## config.mk

```make
export PLATFORM = sky130hd
export DESIGN_NAME = hbsd_host_port
export DESIGN_NICKNAME = d
export VERILOG_FILES = /design/src/rtl/hbsd_pkg.sv /design/src/rtl/hbsd_host_port.sv
export SDC_FILE = /design/constraint.sdc
export NUM_CORES = 1
export LEC_CHECK = 0
export ABC_AREA = 1
export BUFFER_PORTS_ARGS = -buffer_cell sky130_fd_sc_hd__buf_2
export CAP_MARGIN = 20
export CORE_MARGIN = 4
export CORE_UTILIZATION = 40
export DETAILED_ROUTE_END_ITERATION = 12
export PLACE_DENSITY = 0.68
export SYNTH_ARGS = -nofsm -noshare
export SYNTH_HDL_FRONTEND = slang
export SYNTH_SLANG_ARGS = --single-unit
```

## constraint.sdc

```tcl
create_clock -name clk -period 1.8 [get_ports clk]
set_clock_uncertainty 0.2 [all_clocks]
set_input_delay 0.36 -clock clk [delete_from_list [all_inputs] [get_ports clk]]
set_output_delay 0.36 -clock clk [all_outputs]
set_load 0.03 [all_outputs]
```

## src/rtl/hbsd_pkg.sv

```systemverilog
/*
  Constants for the host byte swap and DMA request control block:
  register offsets, field positions, reset values and host mode codes.
  Assumes a 32-bit APB register bus and a 100 MHz system clock.
*/
// Overview of operation
// - Upper twelve config bits read as zero; software writes zero.
// - Swap disabled: host data moves to and from buffers unchanged.
// - Paired modes, swap on: host writes fully reverse all four bytes.
// - Paired modes, swap on: buffer reads fully reverse all four bytes.
// - Halfword mode, swap on: host writes exchange bytes in each halfword.
// - Halfword mode, swap on: buffer reads exchange bytes in each halfword.
// - Swapping applies only in 16-bit parallel modes, never serial mode.
// - DMA request drives high when polarity bit is zero, else low.
// - DMA requests reach the host only while enable bit is one.
// - Polarity and enable act only while DMA output enable is set.
// - Earlier revisions treat the swap enable bit as zero.
package hbsd_pkg;

  localparam int DATA_W = 32;
  localparam int ADDR_W = 12;
  localparam int CFG_W  = 16;

  // Register byte addresses
  localparam logic [ADDR_W-1:0] ADDR_HOST_CFG   = 12'h000;
  localparam logic [ADDR_W-1:0] ADDR_DMA_OUT    = 12'h004;
  localparam logic [ADDR_W-1:0] ADDR_STATUS     = 12'h008;

  // Host interface configuration fields
  localparam int BIT_SWAP      = 3;
  localparam int BIT_DMA_INV   = 2;
  localparam int BIT_DMA_EN    = 1;
  localparam logic [CFG_W-1:0] CFG_WRITE_MASK = 16'h000E;
  localparam logic [CFG_W-1:0] CFG_RESET      = 16'h0000;

  // DMA output register field
  localparam int BIT_DMA_OE    = 0;

  // Status register fields
  localparam int STAT_MODE_LSB = 0;
  localparam int STAT_MODE_MSB = 1;
  localparam int STAT_SWAP_ACT = 2;
  localparam int STAT_DMA_PIN  = 3;
  localparam int STAT_DMA_DRV  = 4;

  // Host bus mode codes, as strapped on the mode pins
  localparam logic [1:0] MODE_PAIR_RISE       = 2'h0;
  localparam logic [1:0] MODE_PAIR_FALL       = 2'h1;
  localparam logic [1:0] host_mode_halfword_swap = 2'h2;
  localparam logic [1:0] MODE_SERIAL          = 2'h3;

  localparam logic [DATA_W-1:0] ZERO_WORD = 32'h0000_0000;

endpackage

```

## src/rtl/hbsd_host_port.sv

```systemverilog
/*
  Host byte swap and DMA request control: configuration registers on APB,
  byte lane steering between host data and the input/output buffers,
  and the DMA request pin driver.
  Assumes host mode straps come from pins, buffer and DMA request
  inputs come from logic on clk, and an APB master on clk.
*/
// Chosen here: the register addresses and the APB register port.
`timescale 1ns/1ps
module hbsd_host_port #(
  parameter bit LEGACY_REV = 1'b0
) (
  input  wire logic                      clk,
  input  wire logic                      reset,
  input  wire logic                      psel,
  input  wire logic                      penable,
  input  wire logic                      pwrite,
  input  wire logic [hbsd_pkg::ADDR_W-1:0] paddr,
  input  wire logic [hbsd_pkg::DATA_W-1:0] pwdata,
  output logic      [hbsd_pkg::DATA_W-1:0] prdata,
  output logic                           pready,
  output logic                           pslverr,
  input  wire logic [1:0]                hostModePins,
  input  wire logic                      hostWrValid,
  input  wire logic [hbsd_pkg::DATA_W-1:0] hostWrData,
  output logic                           bufWrValid,
  output logic      [hbsd_pkg::DATA_W-1:0] bufWrData,
  input  wire logic                      bufRdValid,
  input  wire logic [hbsd_pkg::DATA_W-1:0] bufRdData,
  output logic                           hostRdValid,
  output logic      [hbsd_pkg::DATA_W-1:0] hostRdData,
  input  wire logic                      dmaRequest,
  output logic                           dmaReqPin,
  output logic                           dmaReqPinOe
);

  localparam int DW = hbsd_pkg::DATA_W;

  // Byte steering serves 32-bit words only
  if (hbsd_pkg::DATA_W != 32) begin
    $error("Byte steering serves 32-bit words only");
  end

  logic [hbsd_pkg::CFG_W-1:0] hostCfg_reg;
  logic                       dmaOutEn_reg;
  logic [1:0]                 modeSync1_reg;
  logic [1:0]                 modeSync2_reg;
  logic [DW-1:0]              prdata_reg;
  logic                       pready_reg;
  logic                       pslverr_reg;
  logic                       bufWrValid_reg;
  logic [DW-1:0]              bufWrData_reg;
  logic                       hostRdValid_reg;
  logic [DW-1:0]              hostRdData_reg;
  logic                       dmaReqPin_reg;
  logic                       dmaReqPinOe_reg;

  logic                       setupPhase;
  logic                       writeTaken;
  logic                       addrHit;
  logic                       swapEnable;
  logic                       fullReverse;
  logic                       halfExchange;
  logic                       dmaAsserted;
  logic [DW-1:0]              readMux;
  logic [DW-1:0]              hostToBuf;
  logic [DW-1:0]              bufToHost;

  // Swap steering shared by both directions
  function automatic logic [31:0] steer(input logic [31:0] d,
                                        input logic        rev,
                                        input logic        half);
    logic [31:0] r;
    r = d;
    if (rev) begin
      r = {d[7:0], d[15:8], d[23:16], d[31:24]};
    end else if (half) begin
      r = {d[23:16], d[31:24], d[7:0], d[15:8]};
    end
    return r;
  endfunction

  // Mode straps from pins pass two flip-flops
  always_ff @(posedge clk) begin
    if (reset) begin
      modeSync1_reg <= hbsd_pkg::MODE_SERIAL;
      modeSync2_reg <= hbsd_pkg::MODE_SERIAL;
    end else begin
      modeSync1_reg <= hostModePins;
      modeSync2_reg <= modeSync1_reg;
    end
  end

  // Swap qualification
  always_comb begin
    swapEnable   = hostCfg_reg[hbsd_pkg::BIT_SWAP] && !LEGACY_REV;
    fullReverse  = swapEnable &&
                   (modeSync2_reg == hbsd_pkg::MODE_PAIR_RISE ||
                    modeSync2_reg == hbsd_pkg::MODE_PAIR_FALL);
    halfExchange = swapEnable &&
                   modeSync2_reg == hbsd_pkg::host_mode_halfword_swap;
  end

  assign hostToBuf = steer(hostWrData, fullReverse, halfExchange);
  assign bufToHost = steer(bufRdData, fullReverse, halfExchange);

  // Host write into input buffer
  always_ff @(posedge clk) begin
    if (reset) begin
      bufWrValid_reg <= 1'b0;
      bufWrData_reg  <= hbsd_pkg::ZERO_WORD;
    end else begin
      bufWrValid_reg <= hostWrValid;
      if (hostWrValid) begin
        bufWrData_reg <= hostToBuf;
      end
    end
  end

  // Buffer read toward host
  always_ff @(posedge clk) begin
    if (reset) begin
      hostRdValid_reg <= 1'b0;
      hostRdData_reg  <= hbsd_pkg::ZERO_WORD;
    end else begin
      hostRdValid_reg <= bufRdValid;
      if (bufRdValid) begin
        hostRdData_reg <= bufToHost;
      end
    end
  end

  // DMA request pin
  always_comb begin
    dmaAsserted = dmaRequest && hostCfg_reg[hbsd_pkg::BIT_DMA_EN];
  end

  always_ff @(posedge clk) begin
    if (reset) begin
      dmaReqPin_reg   <= 1'b0;
      dmaReqPinOe_reg <= 1'b0;
    end else begin
      dmaReqPinOe_reg <= dmaOutEn_reg;
      if (dmaOutEn_reg) begin
        dmaReqPin_reg <= dmaAsserted ^
                         hostCfg_reg[hbsd_pkg::BIT_DMA_INV];
      end else begin
        dmaReqPin_reg <= 1'b0;
      end
    end
  end

  // APB decode
  always_comb begin
    setupPhase = psel && !penable;
    writeTaken = psel && penable && pready_reg && pwrite;
    addrHit    = paddr == hbsd_pkg::ADDR_HOST_CFG ||
                 paddr == hbsd_pkg::ADDR_DMA_OUT ||
                 paddr == hbsd_pkg::ADDR_STATUS;
    readMux = hbsd_pkg::ZERO_WORD;
    case (paddr)
      hbsd_pkg::ADDR_HOST_CFG: begin
        readMux[hbsd_pkg::CFG_W-1:0] = hostCfg_reg;
      end
      hbsd_pkg::ADDR_DMA_OUT: begin
        readMux[hbsd_pkg::BIT_DMA_OE] = dmaOutEn_reg;
      end
      hbsd_pkg::ADDR_STATUS: begin
        readMux[hbsd_pkg::STAT_MODE_MSB:hbsd_pkg::STAT_MODE_LSB] =
          modeSync2_reg;
        readMux[hbsd_pkg::STAT_SWAP_ACT] = fullReverse || halfExchange;
        readMux[hbsd_pkg::STAT_DMA_PIN]  = dmaReqPin_reg;
        readMux[hbsd_pkg::STAT_DMA_DRV]  = dmaReqPinOe_reg;
      end
      default: begin
        readMux = hbsd_pkg::ZERO_WORD;
      end
    endcase
  end

  // APB answer: ready in the first access cycle
  always_ff @(posedge clk) begin
    if (reset) begin
      pready_reg  <= 1'b0;
      pslverr_reg <= 1'b0;
      prdata_reg  <= hbsd_pkg::ZERO_WORD;
    end else begin
      pready_reg  <= setupPhase;
      pslverr_reg <= setupPhase && !addrHit;
      if (setupPhase && !pwrite) begin
        prdata_reg <= readMux;
      end else if (!psel) begin
        prdata_reg <= hbsd_pkg::ZERO_WORD;
      end
    end
  end

  // Configuration registers
  always_ff @(posedge clk) begin
    if (reset) begin
      hostCfg_reg <= hbsd_pkg::CFG_RESET;
    end else if (writeTaken && paddr == hbsd_pkg::ADDR_HOST_CFG) begin
      hostCfg_reg <= pwdata[hbsd_pkg::CFG_W-1:0] &
                     hbsd_pkg::CFG_WRITE_MASK;
    end
  end

  always_ff @(posedge clk) begin
    if (reset) begin
      dmaOutEn_reg <= 1'b0;
    end else if (writeTaken && paddr == hbsd_pkg::ADDR_DMA_OUT) begin
      dmaOutEn_reg <= pwdata[hbsd_pkg::BIT_DMA_OE];
    end
  end

  assign prdata      = prdata_reg;
  assign pready      = pready_reg;
  assign pslverr     = pslverr_reg;
  assign bufWrValid  = bufWrValid_reg;
  assign bufWrData   = bufWrData_reg;
  assign hostRdValid = hostRdValid_reg;
  assign hostRdData  = hostRdData_reg;
  assign dmaReqPin   = dmaReqPin_reg;
  assign dmaReqPinOe = dmaReqPinOe_reg;
endmodule

```

Yosys cells after proc, flatten, opt, wreduce, memory -nomap -nowiden
Cells that the tools add are included.

operators by class
  eq/ne operators = 5
  mux-type cells = 8
  bitwise operators = 2
  reduce and logical (&&, ||, !) cells = 21

operator list
  cell                                                    number
  2-to-1 mux 32 bit                                       4
  2-to-1 mux 16 bit                                       2
  == test 12 x 3 -> 1 bit (second input constant)         1
  == test 12 x 4 -> 1 bit (second input constant)         1
  zero test 12 bit                                        1
  logical AND 1 bit                                       11
  case mux 4 bit (2 select lines)                         1
  logical OR 1 bit                                        4
  zero test 1 bit                                         3
  == test 2 x 1 -> 1 bit (second input constant)          1
  == test 2 bit (second input constant)                   1
  zero test 2 bit                                         1
  inequality test 2 x 1 -> 1 bit (second input constant)  1
  case mux 1 bit (2 select lines)                         1
  OR reduction 2 bit                                      1
  NOT 1 bit                                               1
  XOR 1 bit                                               1

word-level totals
  bits in registers = 94
  input bits = 118
  output and inout bits = 102
  logic and storage cells = 49

Longest topological paths before layout
Gate-level depths: netlist of the first run.

  depth after elaboration = 6
  gate-level depth with buffers = 8
  gate-level depth less buffers = 7

Least setup slack after synthesis of the first run
No wires, ideal clock.

  path kind = register -> register
  start = register hostCfg_reg[3] (netlist name)
  end = register hostRdData_reg[10] (netlist: hostRdData[10])
  setup time = 134 ps
  arrival = 1,060 ps
  data required time = 1,466 ps
  slack = 406 ps
  stages on the path, launching flop included = 7
  buffers on the path = 3
  clock period less this slack = 1,394 ps
  cell sequence = dfxtp_1 buf_4 nand3b_4 buf_6 buf_2 o211ai_1 a31oi_1

between the ends
  longest elaborated chain between the ends = 3
  elaborated cells between the ends (all ways) = 4
  classes of those cells = mux (2); reduce/logical (2)

RTL lines
  element                   line                   source
  start: declaration        hbsd_host_port.sv:44   logic [hbsd_pkg::CFG_W-1:0] hostCfg_reg;
  start signal: assignment  hbsd_host_port.sv:201  hostCfg_reg <= hbsd_pkg::CFG_RESET;
  start signal: assignment  hbsd_host_port.sv:203  hostCfg_reg <= pwdata[hbsd_pkg::CFG_W-1:0] &
  logical AND 1 bit         hbsd_host_port.sv:100  halfExchange = swapEnable &&
  2-to-1 mux 32 bit         hbsd_host_port.sv:77   end else if (half) begin
  2-to-1 mux 32 bit (*)     hbsd_host_port.sv:75   if (rev) begin
  end signal: assignment    hbsd_host_port.sv:124  hostRdData_reg <= hbsd_pkg::ZERO_WORD;
  end signal: assignment    hbsd_host_port.sv:128  hostRdData_reg <= bufToHost;
  end: declaration          hbsd_host_port.sv:54   logic [DW-1:0] hostRdData_reg;

Every way passes the cells marked *; elsewhere a longest branch is shown, timed or not.
A chain may end at the register's enable or synchronous reset.

Final worst setup path of the first run
  start = register modeSync2_reg[0]
  end = register bufWrData_reg[20] (netlist: bufWrData[20])

between the ends
  longest elaborated chain between the ends = 4
  elaborated cells between the ends (all ways) = 8
  classes of those cells = eq/ne (2); mux (2); reduce/logical (4)

RTL lines
  element                                                 line                                         source
  start: declaration                                      hbsd_host_port.sv:47                         logic [1:0] modeSync2_reg;
  start signal: assignment                                hbsd_host_port.sv:87                         modeSync2_reg <= hbsd_pkg::MODE_SERIAL;
  start signal: assignment                                hbsd_host_port.sv:90                         modeSync2_reg <= modeSync1_reg;
  == test 2 bit (tied with other cells)                   hbsd_host_port.sv:101                        modeSync2_reg == hbsd_pkg::host_mode_halfword_swap;
  logical AND 1 bit or logical OR 1 bit (tied branches)   hbsd_host_port.sv:100, hbsd_host_port.sv:98
  2-to-1 mux 32 bit or logical AND 1 bit (tied branches)  hbsd_host_port.sv:77, hbsd_host_port.sv:97
  2-to-1 mux 32 bit (*)                                   hbsd_host_port.sv:75
  end signal: assignment                                  hbsd_host_port.sv:111                        bufWrData_reg <= hbsd_pkg::ZERO_WORD;
  end signal: assignment                                  hbsd_host_port.sv:115                        bufWrData_reg <= hostToBuf;
  end: declaration                                        hbsd_host_port.sv:52                         logic [DW-1:0] bufWrData_reg;

Marks and branches as above.

==> results.txt, run 1 <==
- The flow ran to the end, and the final reports show no timing, DRC or antenna violations.
- Portion of the clock cycle consumed by the worst path in the final layout: 0.833
- Half-perimeter wire length of the detailed placement result: around 9300 um
- STA classifies the critical path startpoint as a flip-flop.
- The share of synthesized area in the top cell type comes to 0.370.
- Number of buffers created by CTS: 9
- # diodes: 0
- Data on the critical path is required at its endpoint by 1800 ps.
* Async set-or-reset flop fraction in the synthesized netlist: 0
* Number of buffer cells added on primary ports: 164
- The congestion estimate from routability-driven global placement came to 0.853.
* Number of synthesis warnings: 0
- Post-CTS timing repair inserted 0 buffers for setup.
* Placed Instances: around 900
* Via count normalized by instance count: 5.29
- Final hold viol count: 0
- Starting density of the core: 0.411
- The synthesized design contains 83 register bits.
* Routed len/inst: 14.6 um
* Wire length of the first global-routing pass: 21,300 um
* Data arrival time at the worst-slack endpoint: around 1500 ps
- Setup repair after global routing left no endpoint under its margin.
* Num ports: 220
- Max IR drop VDD: between 500 and 600 uV
* Antenna violations before repair: 1
* Maximum number of pins on one net before global-route repair: 66
- Unique masters post-synth: 25
- Wires add up to between 10,000 and 15,000 um.
* Die Height: 114 um
- Element type at the critical path end: flip-flop
* Worst skew pair latency: about 330 ps
* Fill cells: approximately 1,100
* Static leakage: between 2 and 3 nW
- CTS built an H-tree with a depth of 3.
- Hold Path Origin: hostModePins[1]
* Die X: 114 um
- Static timing analysis puts the maximum clock frequency at approximately 670 MHz.
- The worst register-to-register path begins at modeSync2_reg[0]$_SDFF_PP1_.
* Number of nets in the final layout: between 800 and 900
* Row Count: 38
- Clock period minus worst slack: ~1500 ps
- Clock-pin slew was measured on the worst setup and hold paths at ~60 ps.
- The library cells used most frequently in the layout, excluding fill and tap cells, are 164 x buf_2, 90 x nand2_1, 83 x o21ai_0.
* Number of detailed-route iterations in the first pass: 6
* Count of vias placed by the detailed router: 4,848
* Netlist Area Pre-Place: roughly 4500 um^2
- For this design, the CTS-stage hold fixing added 0 buffers.
- Of the synthesized area, sequential elements account for 0.370.
- Final Max Slew Viols: 0
- The library cell used most frequently in the layout, excluding fill and tap cells, is buf_2.
- Summed over all instances, the cell type with the most area after synthesis is dfxtp_1.
- Highest fanout seen on the critical path: 35
* Area overhead of the layout relative to synthesis: 25.3%
- The clock drives 83 sinks.
- In the routed design, unresolved DRC markers number 0.
* GRT Total Usage: 0.199
- Per-instance average area after synthesis: 7.07 um^2
* First-iteration detailed-routing DRC count: about 440
- For the final routed database, the setup TNS stands at 0 ps.
- The worst setup path is of the reg -> reg kind.
- Yosys mapped a number of flops with a built-in enable equal to 0.
- In the synthesized netlist the dominant register cell turns out to be dfxtp_1.
- In this run the remaining antenna-violating nets after routing total 0.
- Number of standard cells after synthesis: 636
* Share of cells above drive strength 1: 0.264
* CTS resizes: 0
- The total overflow left after global routing is 0.
- TritonCTS built the clock tree.
* Largest cells by area after synthesis: dfxtp_1 37%, o211ai_1 11%, o21ai_0 9.2%
- Setup violations remaining at the end of the flow were counted as 0.
- The finished layout holds ~920 standard cells, fillers aside.
* Number of global-route vias before repair: around 4,500
- For this design the ratio of total power to cell area is between 800 and 900 nW/um^2.
- The floorplan step defined a core boundary enclosing ~11,000 um^2.
- The critical path starts at modeSync2_reg[0]$_SDFF_PP1_.
* CTS Root Cell: clkbuf_16
- Maximum buffer depth of the clock tree: 2
- Number of maximum-capacitance constraint violations: 0
- The die covers about 13,000 um^2.
- Class of the most critical hold timing path: in -> reg
[cell type report]
cell class / count / area, um^2 / share of cell area
clock buffer: 12 / 246 / 0.0438
clock inverter: 2 / 37.5 / 0.00666
inverter: 75 / 282 / 0.0500
multi-input combinational: 422 / 2200 / 0.390
sequential: 83 / 1660 / 0.295
tap: 140 / 175 / 0.0311
timing repair buffer: 182 / 1030 / 0.183
[power breakdown]
group          internal [mW]  total, mW  switching (mW)  leakage (nW)
clock                   1.10       1.82           0.724         0.135
combinational          0.273      0.863           0.590          1.94
sequential              1.95       1.99          0.0487         0.688
total                   3.32       4.68            1.36          2.76
[critical path, cell delays in order, from the launching register on]
cell      delay [ps]
dfxtp_1          340
nand3b_4         180
buf_4            340
nand2_1           90
o211ai_1         100
a31oi_1          100
[stage by stage]
stage	hold slack, ps	power [mW]	setup WS, ps	utilization	area [um^2]
after floorplan	189	2.62	406	-	4590
after global placement	194	2.88	156	0.489	5350
after detailed placement	192	2.90	104	0.489	5350
after CTS	12.9	4.73	297	0.515	5630
after global routing	12.3	4.91	177	0.515	5630
final	23.6	4.68	301	0.515	5630
[layer usage]
metal	track usage	routed length, um	vias to the layer above
met2	0.328	6450	184
met1	0.248	5680	2209
met4	0.102	371	2
li1	-	-	2425
met5	0	13	-
met3	0.0361	846	28
[kinds of logic after synthesis]
group	after synthesis	synth area share
buffers and inverters	157	0.163
AOI/OAI and AO/OA	220	0.294
and+or+nand+nor	175	0.173
DFF	83	0.370
other	1	0.000834
[final timing paths]
check | to | slack [ps] | cells past startpoint
setup reg to reg | bufWrData[20]$_SDFFE_PP0P_ | 300 | 5
hold reg to reg | modeSync2_reg[1]$_SDFF_PP1_ | 210 | 1
setup / recovery | bufWrData[20]$_SDFFE_PP0P_ | 300 | 5
hold / removal | modeSync1_reg[1]$_SDFF_PP1_ | 20 | 2
[synth_stat cells (5+ instances only)]
cell type / instances
a21oi_1: 25
a31oi_1: 48
buf_2: 21
buf_4: 29
clkbuf_1: 29
dfxtp_1: 83
inv_1: 73
nand2_1: 90
nand3_1: 56
nor2_1: 15
o211ai_1: 64
o21ai_0: 83
or2_2: 5
Power figures use the tool's default switching activity.
==> inputs of run 2 (changes only) <==
--- a/config.mk
+++ b/config.mk
@@ -11,7 +11,7 @@
 export CORE_MARGIN = 4
 export CORE_UTILIZATION = 40
 export DETAILED_ROUTE_END_ITERATION = 12
-export PLACE_DENSITY = 0.68
+export PLACE_DENSITY = 0.71
 export SYNTH_ARGS = -nofsm -noshare
 export SYNTH_HDL_FRONTEND = slang
 export SYNTH_SLANG_ARGS = --single-unit
==> constraint.sdc (replaced) <==
create_clock -name clk -period 1.3 [get_ports clk]
set_clock_uncertainty 0.2 [all_clocks]
set_input_delay 0.26 -clock clk [delete_from_list [all_inputs] [get_ports clk]]
set_output_delay 0.26 -clock clk [all_outputs]
set_load 0.03 [all_outputs]
==> results.txt, run 2 (synthesized netlist as in run 1, its figures left out) <==
- Share of cells above drive strength 1: 0.393 (+0.129)
* Max IR drop VDD: 786 uV (+48%)
* Cell area reported after detailed placement: 5520 um^2 (+3.3%)
* Clock Power Share: 0.375 (-0.015)
- Power per unit of standard cell area: 997 nW/um^2 (+20%)
- Footprint of the multi-input gates: 2260 um^2 (+3.0%)
* Drt total wl: 16,300 um (+22%)
- Area of the die: 13,000 um^2 (unchanged)
- Number of maximum-capacitance constraint violations: 0 (unchanged)
- Clock tree from TritonCTS: yes
* Clock period minus worst slack: 1470 ps (-27.4 ps)
- The relative contribution of sequential cells to total power came to 0.413 (-0.013).
* Num ports: 220 (unchanged)
* Launching point of the worst reg2reg path: hostCfg_reg[3]$_SDFFE_PP0P_
* Wire length of the first global-routing pass: 22,700 um (+6.4%)
* Class of the most critical hold timing path: in -> reg
- The net switching power of the design is 1.99 mW (+46%).
* Placed Instances: 915 (+1.4%)
- The leakage power total was 3.19 nW (+15%).
* Most frequent standard cell in the layout excluding fill and tap cells: buf_2
* Portion of the clock cycle consumed by the worst path in the final layout: 1.13 (+0.299)
- Design internal power: 4.86 mW (+46%)
- The combinational share of power came to 0.212 (+0.028).
- Relative to the synthesized area, the layout overhead comes to 52.6%.
* Number of global-route vias before repair: 4,662 (+4.0%)
- DP Worst Slack: -240 ps (-344 ps)
* Run status: complete, but fails checks
- Setup Total Neg Slack: -7100 ps (-7100 ps)
- Starting density of the core: 0.411 (unchanged)
- Clock slew at the register clock pins of the worst setup and hold paths: 60 ps (about the same)
- The total congestion overflow came to 0 (unchanged).
* Final RePlAce weighted congestion: 0.888 (+4.1%)
- The final count of pins violating max slew came to 0 (unchanged).
- STA classifies the critical path startpoint as a flip-flop.
* Post-layout instance area: 6860 um^2 (+22%)
- The number of optimization iterations in the first detailed-route pass is 7 (+1).
- Maximum buffer depth of the clock tree: 2 (unchanged)
- The proportion of total power due to net switching is 0.290 (-0.000895).
- Final worst setup slack: -171 ps (-473 ps)
* DRC violation count after routing: 0 (unchanged)
- Path type of the worst setup path: reg -> reg
- The count of inserted antenna diode cells is 0 (unchanged).
- Row Count: 38 (unchanged)
* CTS Root Cell: clkbuf_16
* Via count normalized by instance count: 5.51 (+4.1%)
* Antenna-violating nets left: 0 (unchanged)
* Hold Crit Endpoint: pready$_SDFF_PP0_
- The H-tree depth came to 3 (unchanged).
* Std-Cell Core Area: 10,900 um^2 (unchanged)
* Violated checks: setup timing
* Fin cells: 960 (+4.8%)
* Highest-count cells in the layout ignoring fill and taps: 89 x buf_2, 85 x nand2_1, 76 x buf_6
- The HPWL after detailed placement came to 9750 um (+5.3%).
- Final hold viol count: 0 (unchanged)
* Highest fanout seen on the critical path: 5 (-86%)
- The number of inserted filler cells in the final layout is 932 (-13%).
- Die Height: 114 um (unchanged)
- The number of cells on the worst reg-to-reg path came to 6 (+1).
- Endpoint of the lowest-slack register-to-register path: bufWrData[0]$_SDFFE_PP0P_
* Antenna violations before repair: 1 (unchanged)
- Walking the worst path, the cells encountered are buf_4 -> nand2_4 -> clkbuf_16 -> o21ai_1 -> inv_1 -> a21oi_1.
* TritonCTS Sinks: 83 (unchanged)
* Die X: 114 um (unchanged)
- The number of failing setup endpoints in the final timing report is 65 (+65).
* Number of nets in the final layout: 933 (+4.7%)
- The number of CTS-inserted buffers is 9 (unchanged).
* Routed len/inst: 17.0 um (+17%)
- The number of port buffers is 164 (unchanged).
* Slowest stage cell on the critical path: dfxtp_4
- RSZ-0062 raised after global routing: yes
* Element type at the critical path end: flip-flop
* Post-layout total power: 6.84 mW (+46%)
- Hold Path Origin: penable
- The number of cells traversed by the worst hold path came to 3 (+1).
* First-iteration detailed-routing DRC count: 550 (+26%)
* Crit path required time: 1360 ps (-440 ps)
- Maximum clock rate: 680 MHz (+1.9%)
* Flop-to-flop setup slack: -170 ps (-470 ps)
- Largest incremental delay on the critical path: 390 ps (+50 ps)
- The total number of vias is 5,287 (+9.1%).
- The maximum number of pins on one net before global-route repair was 53 (-20%).
- GRT Total Usage: 0.214 (+0.0145)
- Sequential cell area in the final layout: 1750 um^2 (+5.5%)
- Worst skew pair latency: 340 ps (about the same)
- Data arrival time at the worst-slack endpoint: 1540 ps (+40 ps)
-- run 2: cell types whose count changed in the layout (fill, tap and decap cells not counted), moves of 5 or more --
cell | previous run | this run
buf_12 | 6 | 13
buf_2 | 164 | 89
buf_4 | 12 | 25
buf_6 | 0 | 76
clkbuf_16 | 9 | 18
dfxtp_1 | 82 | 11
dfxtp_2 | 1 | 71
dlygate4sd3_1 | 0 | 10
nand2_1 | 90 | 85
o21ai_0 | 83 | 71
o21ai_1 | 0 | 10
-- run 2: area by class of cell --
cell class / count / share of cell area
Sequential cell: 83 / 0.256
Clock inverter: 2 / 0.00511
Multi-Input combinational cell: 423 / 0.330
Timing Repair Buffer: 223 / 0.305
Tap cell: 140 / 0.0255
Clock buffer: 14 / 0.0370
Inverter: 75 / 0.0421
-- run 2: worst max path at each step --
stage                                      from                     endpoint  cells after the start
floorplan           hostCfg_reg[3]$_SDFFE_PP0P_  hostRdData[10]$_SDFFE_PP0P_                      6
detailed placement                    paddr[11]       prdata[3]$_SDFFE_PP0P_                      9
finish              hostCfg_reg[3]$_SDFFE_PP0P_    bufWrData[0]$_SDFFE_PP0P_                      6
CTS                 hostCfg_reg[3]$_SDFFE_PP0P_  hostRdData[29]$_SDFFE_PP0P_                      6
global placement                      paddr[11]  hostCfg_reg[3]$_SDFFE_PP0P_                      8
global route        hostCfg_reg[3]$_SDFFE_PP0P_    bufWrData[0]$_SDFFE_PP0P_                      6
-- run 2: layer usage --
| layer | global-route usage | wire length (um) |
|---|---|---|
| met5 | 0 | 9 |
| met4 | 0.0855 | 382 |
| met2 | 0.356 | 8100 |
| met3 | 0.0546 | 1370 |
| met1 | 0.264 | 6490 |
-- run 2: power by group through the flow --
stage | logic, mW | registers [mW] | clock network, mW
3_3_place_gp | 1.20 | 2.82 | 0
3_5_place_dp | 1.22 | 2.82 | 0
6_report | 1.45 | 2.83 | 2.56
5_1_grt | 1.55 | 2.84 | 2.73
4_1_cts | 1.39 | 2.80 | 2.59
2_1_floorplan | 0.535 | 3.10 | 0
-- run 2: what timing repair did --
item | 4_1_cts | 5_1_grt
cloned | 0 | 14
setup endpoints to repair | 140 | 120
endpoints found under the hold margin | 11 | 0
pin swaps | 0 | 5
hold buffers | 11 | 0
setup buffers | 0 | 6
resized for setup | 170 | 84
-- run 2: through the flow --
step                       util  hold WS, ps
after floorplan               -          132
after global placement    0.505          197
after detailed placement  0.505          199
after CTS                 0.582        0.655
after global routing      0.627         6.61
final                     0.627         6.51
-- run 2: worst max-delay path: cells and delay by family (launching register included) --
| family | cells | cell delay [ps] |
|---|---|---|
| AOI/OAI and AO/OA | 2 | 280 |
| buffers and inverters | 3 | 420 |
| DFF | 1 | 390 |
| and+or+nand+nor | 1 | 100 |
==> inputs of run 3 (changes only) <==
--- a/config.mk
+++ b/config.mk
@@ -10,8 +10,10 @@
 export CAP_MARGIN = 20
 export CORE_MARGIN = 4
 export CORE_UTILIZATION = 40
+export CTS_CLUSTER_DIAMETER = 200
 export DETAILED_ROUTE_END_ITERATION = 12
-export PLACE_DENSITY = 0.71
+export PLACE_DENSITY = 0.68
+export SKIP_CTS_REPAIR_TIMING = 1
 export SYNTH_ARGS = -nofsm -noshare
 export SYNTH_HDL_FRONTEND = slang
 export SYNTH_SLANG_ARGS = --single-unit
==> constraint.sdc (replaced) <==
create_clock -name clk -period 1.75 [get_ports clk]
set_clock_uncertainty 0.2 [all_clocks]
set_input_delay 0.35 -clock clk [delete_from_list [all_inputs] [get_ports clk]]
set_output_delay 0.35 -clock clk [all_outputs]
set_load 0.03 [all_outputs]
==> results.txt, run 3 (synthesized netlist as in run 1, its figures left out) <==
* Data arrival time at the worst-slack endpoint: 1620 ps (+80 ps)
- The placer's final routability congestion estimate came to 0.828 (-6.8%).
- The total wire length after detailed routing came to 13,400 um (-18%).
* Area of the die: 13,000 um^2 (unchanged)
- Crit path cell chain: nand3b_4 -> inv_2 -> buf_4 -> nand2_1 -> o211ai_1 -> a21oi_1
* Std-Cell Core Area: 10,900 um^2 (unchanged)
- The number of buffers on the longest clock path was 2 (unchanged).
* Half-perimeter wire length of the detailed placement result: 9390 um (-3.7%)
- Largest incremental delay on the critical path: 430 ps (+40 ps)
- Number of buffer cells added on primary ports: 164 (unchanged)
- The total number of vias was 4,899 (-7.3%).
- Worst setup path end: bufWrData[4]$_SDFFE_PP0P_
- The worst register-to-register path begins at modeSync2_reg[1]$_SDFF_PP1_.
- The total routing resource utilization after global routing came to 0.203 (-0.0111).
- The number of rows created at floorplan was 38 (unchanged).
- The insertion delay to the later sink of the worst-skew pair was 340 ps (about the same).
- The maximum number of pins on one net before global-route repair was 66 (+25%).
- Via count normalized by instance count: 5.32 (-3.4%)
- RSZ-0062 raised after global routing: no
- The height of the chip was 114 um (unchanged).
* Class of the most critical hold timing path: in -> reg
- Highest fanout seen on the critical path: 16 (+11)
- Portion of the clock cycle consumed by the worst path in the final layout: 0.905 (-0.226)
- Clock period minus worst slack: 1580 ps (+113 ps)
- Number of maximum-capacitance constraint violations: 0 (unchanged)
* Number of nets in the final layout: 894 (-4.2%)
* Routed len/inst: 14.6 um (-14%)
- The count of inserted antenna diode cells came to 0 (unchanged).
- Area overhead of the layout relative to synthesis: 27.5%
* Antenna violations before repair: 1 (unchanged)
- CTS Root Cell: clkbuf_16
- Instance count along the most critical hold path: 3 (unchanged)
- TritonCTS Sinks: 83 (unchanged)
* Number of buffers created by CTS: 9 (unchanged)
- The initial cell density of the core came to 0.411 (unchanged).
* Slowest stage cell on the critical path: dfxtp_1
* DRC violation count after routing: 0 (unchanged)
- The total congestion overflow is 0 (unchanged).
* Setup Total Neg Slack: 0 ps (+7100 ps)
- Static leakage: 2.81 nW (-12%)
* Flop-to-flop setup slack: 170 ps (+340 ps)
* Path type of the worst setup path: reg -> reg
- The number of optimization iterations in the first detailed-route pass came to 4 (-3).
* Metal-1 WL: 5590 um (-14%)
- The library cell used most frequently in the layout, excluding fill and tap cells, is buf_2.
* Critical Path Source: modeSync2_reg[1]$_SDFF_PP1_
- Clock tree from TritonCTS: yes
* Final Max Slew Viols: 0 (unchanged)
- The detailed router used layers up to and including met5.
* Met3 layer wire length in the routed design: 889 um (-35%)
* First-iteration detailed-routing DRC count: 436 (-21%)
- Max IR drop VDD: 531 uV (-32%)
* Num ports: 220 (unchanged)
- Power per unit of standard cell area: 882 nW/um^2 (-12%)
- Die X: 114 um (unchanged)
- The number of cells on the worst reg-to-reg path is 6 (unchanged).
* Final core utilization: 0.524 (-0.103)
* Number of global-route vias before repair: 4,573 (-1.9%)
- Wire length of the first global-routing pass: 21,500 um (-5.4%)
* Clock slew at the register clock pins of the worst setup and hold paths: 60 ps (about the same)
- Run status: finished, final reports clean
- Final setup fails: 0 (-100%)
- The H-tree depth came to 3 (unchanged).
- The proportion of layout cells with a drive suffix above 1 came to 0.268 (-0.125).
* Maximum clock rate: 631 MHz (-7.1%)
- Final hold viol count: 0 (unchanged)
- The worst register-to-register path ends at bufWrData[4]$_SDFFE_PP0P_.
* Wire length on met2: 6500 um (-20%)
- Hold Path Origin: pwdata[0]
- In the layout the commonest cells are 164 x buf_2, 90 x nand2_1, 83 x o21ai_0.
- Crit path required time: 1780 ps (+420 ps)
- Antenna-violating nets left: 0 (unchanged)
* Element type at the critical path end: flip-flop
* Startpoint kind of the worst setup timing path: flip-flop
## run 3: cell count changes in the layout (fill, tap and decap cells not counted), sizes merged
cell and delta:
buf -21, bufinv +1, clkbuf -11, clkinvlp +1, dlygate4sd3 -8, nand2 -1
## run 3: stage by stage
step / std cells / setup WS (ps) / area [um^2] / hold slack, ps / power (mW)
3_3_place_gp: 903 / 108 / 5380 / 194 / 2.97
5_1_grt: 921 / 65.1 / 5730 / 48.4 / 5.27
6_report: 921 / 165 / 5730 / 56.0 / 5.06
4_1_cts: 919 / 153 / 5710 / -16.5 / 5.11
3_5_place_dp: 903 / 80.5 / 5380 / 205 / 2.98
2_1_floorplan: 662 / 356 / 4590 / 189 / 2.70
## run 3: where the power goes
group          total, mW  leakage [nW]  switching (mW)  internal (mW)
clock network       2.11         0.159           0.782           1.33
registers           2.05         0.688          0.0510           2.00
logic              0.896          1.96           0.608          0.288
total               5.06          2.81            1.44           3.62
## run 3: routing by layer
layer | vias up | track usage
li1 | 2435 | -
met1 | 2246 | 0.248
met2 | 175 | 0.331
met3 | 41 | 0.0483
met4 | 2 | 0.105
met5 | - | 0
## run 3: how the worst min path moves through the flow
stage | to | slack, ps
after CTS | modeSync1_reg[1]$_SDFF_PP1_ | -20
after global routing | dmaOutEn_reg$_SDFFE_PP0P_ | 50
after global placement | modeSync2_reg[0]$_SDFF_PP1_ | 190
after detailed placement | modeSync2_reg[1]$_SDFF_PP1_ | 200
final | dmaOutEn_reg$_SDFFE_PP0P_ | 60
after floorplan | modeSync2_reg[0]$_SDFF_PP1_ | 190
## run 3: layout make-up
cell class | instances | area (um^2)
Clock buffer | 12 | 256
Clock inverter | 4 | 72.6
Fill cell | 1058 | 5200
Inverter | 75 | 282
Multi-Input combinational cell | 422 | 2200
Sequential cell | 83 | 1660
Tap cell | 140 | 175
Timing Repair Buffer | 185 | 1080
## run 3: critical path: cells and delay by family, from the launching register on
kind | cells | cell delay (ps)
AO/OA/AOI/OAI | 2 | 190
buffers and inverters | 2 | 360
flip-flops | 1 | 430
AND/OR/NAND/NOR | 2 | 290
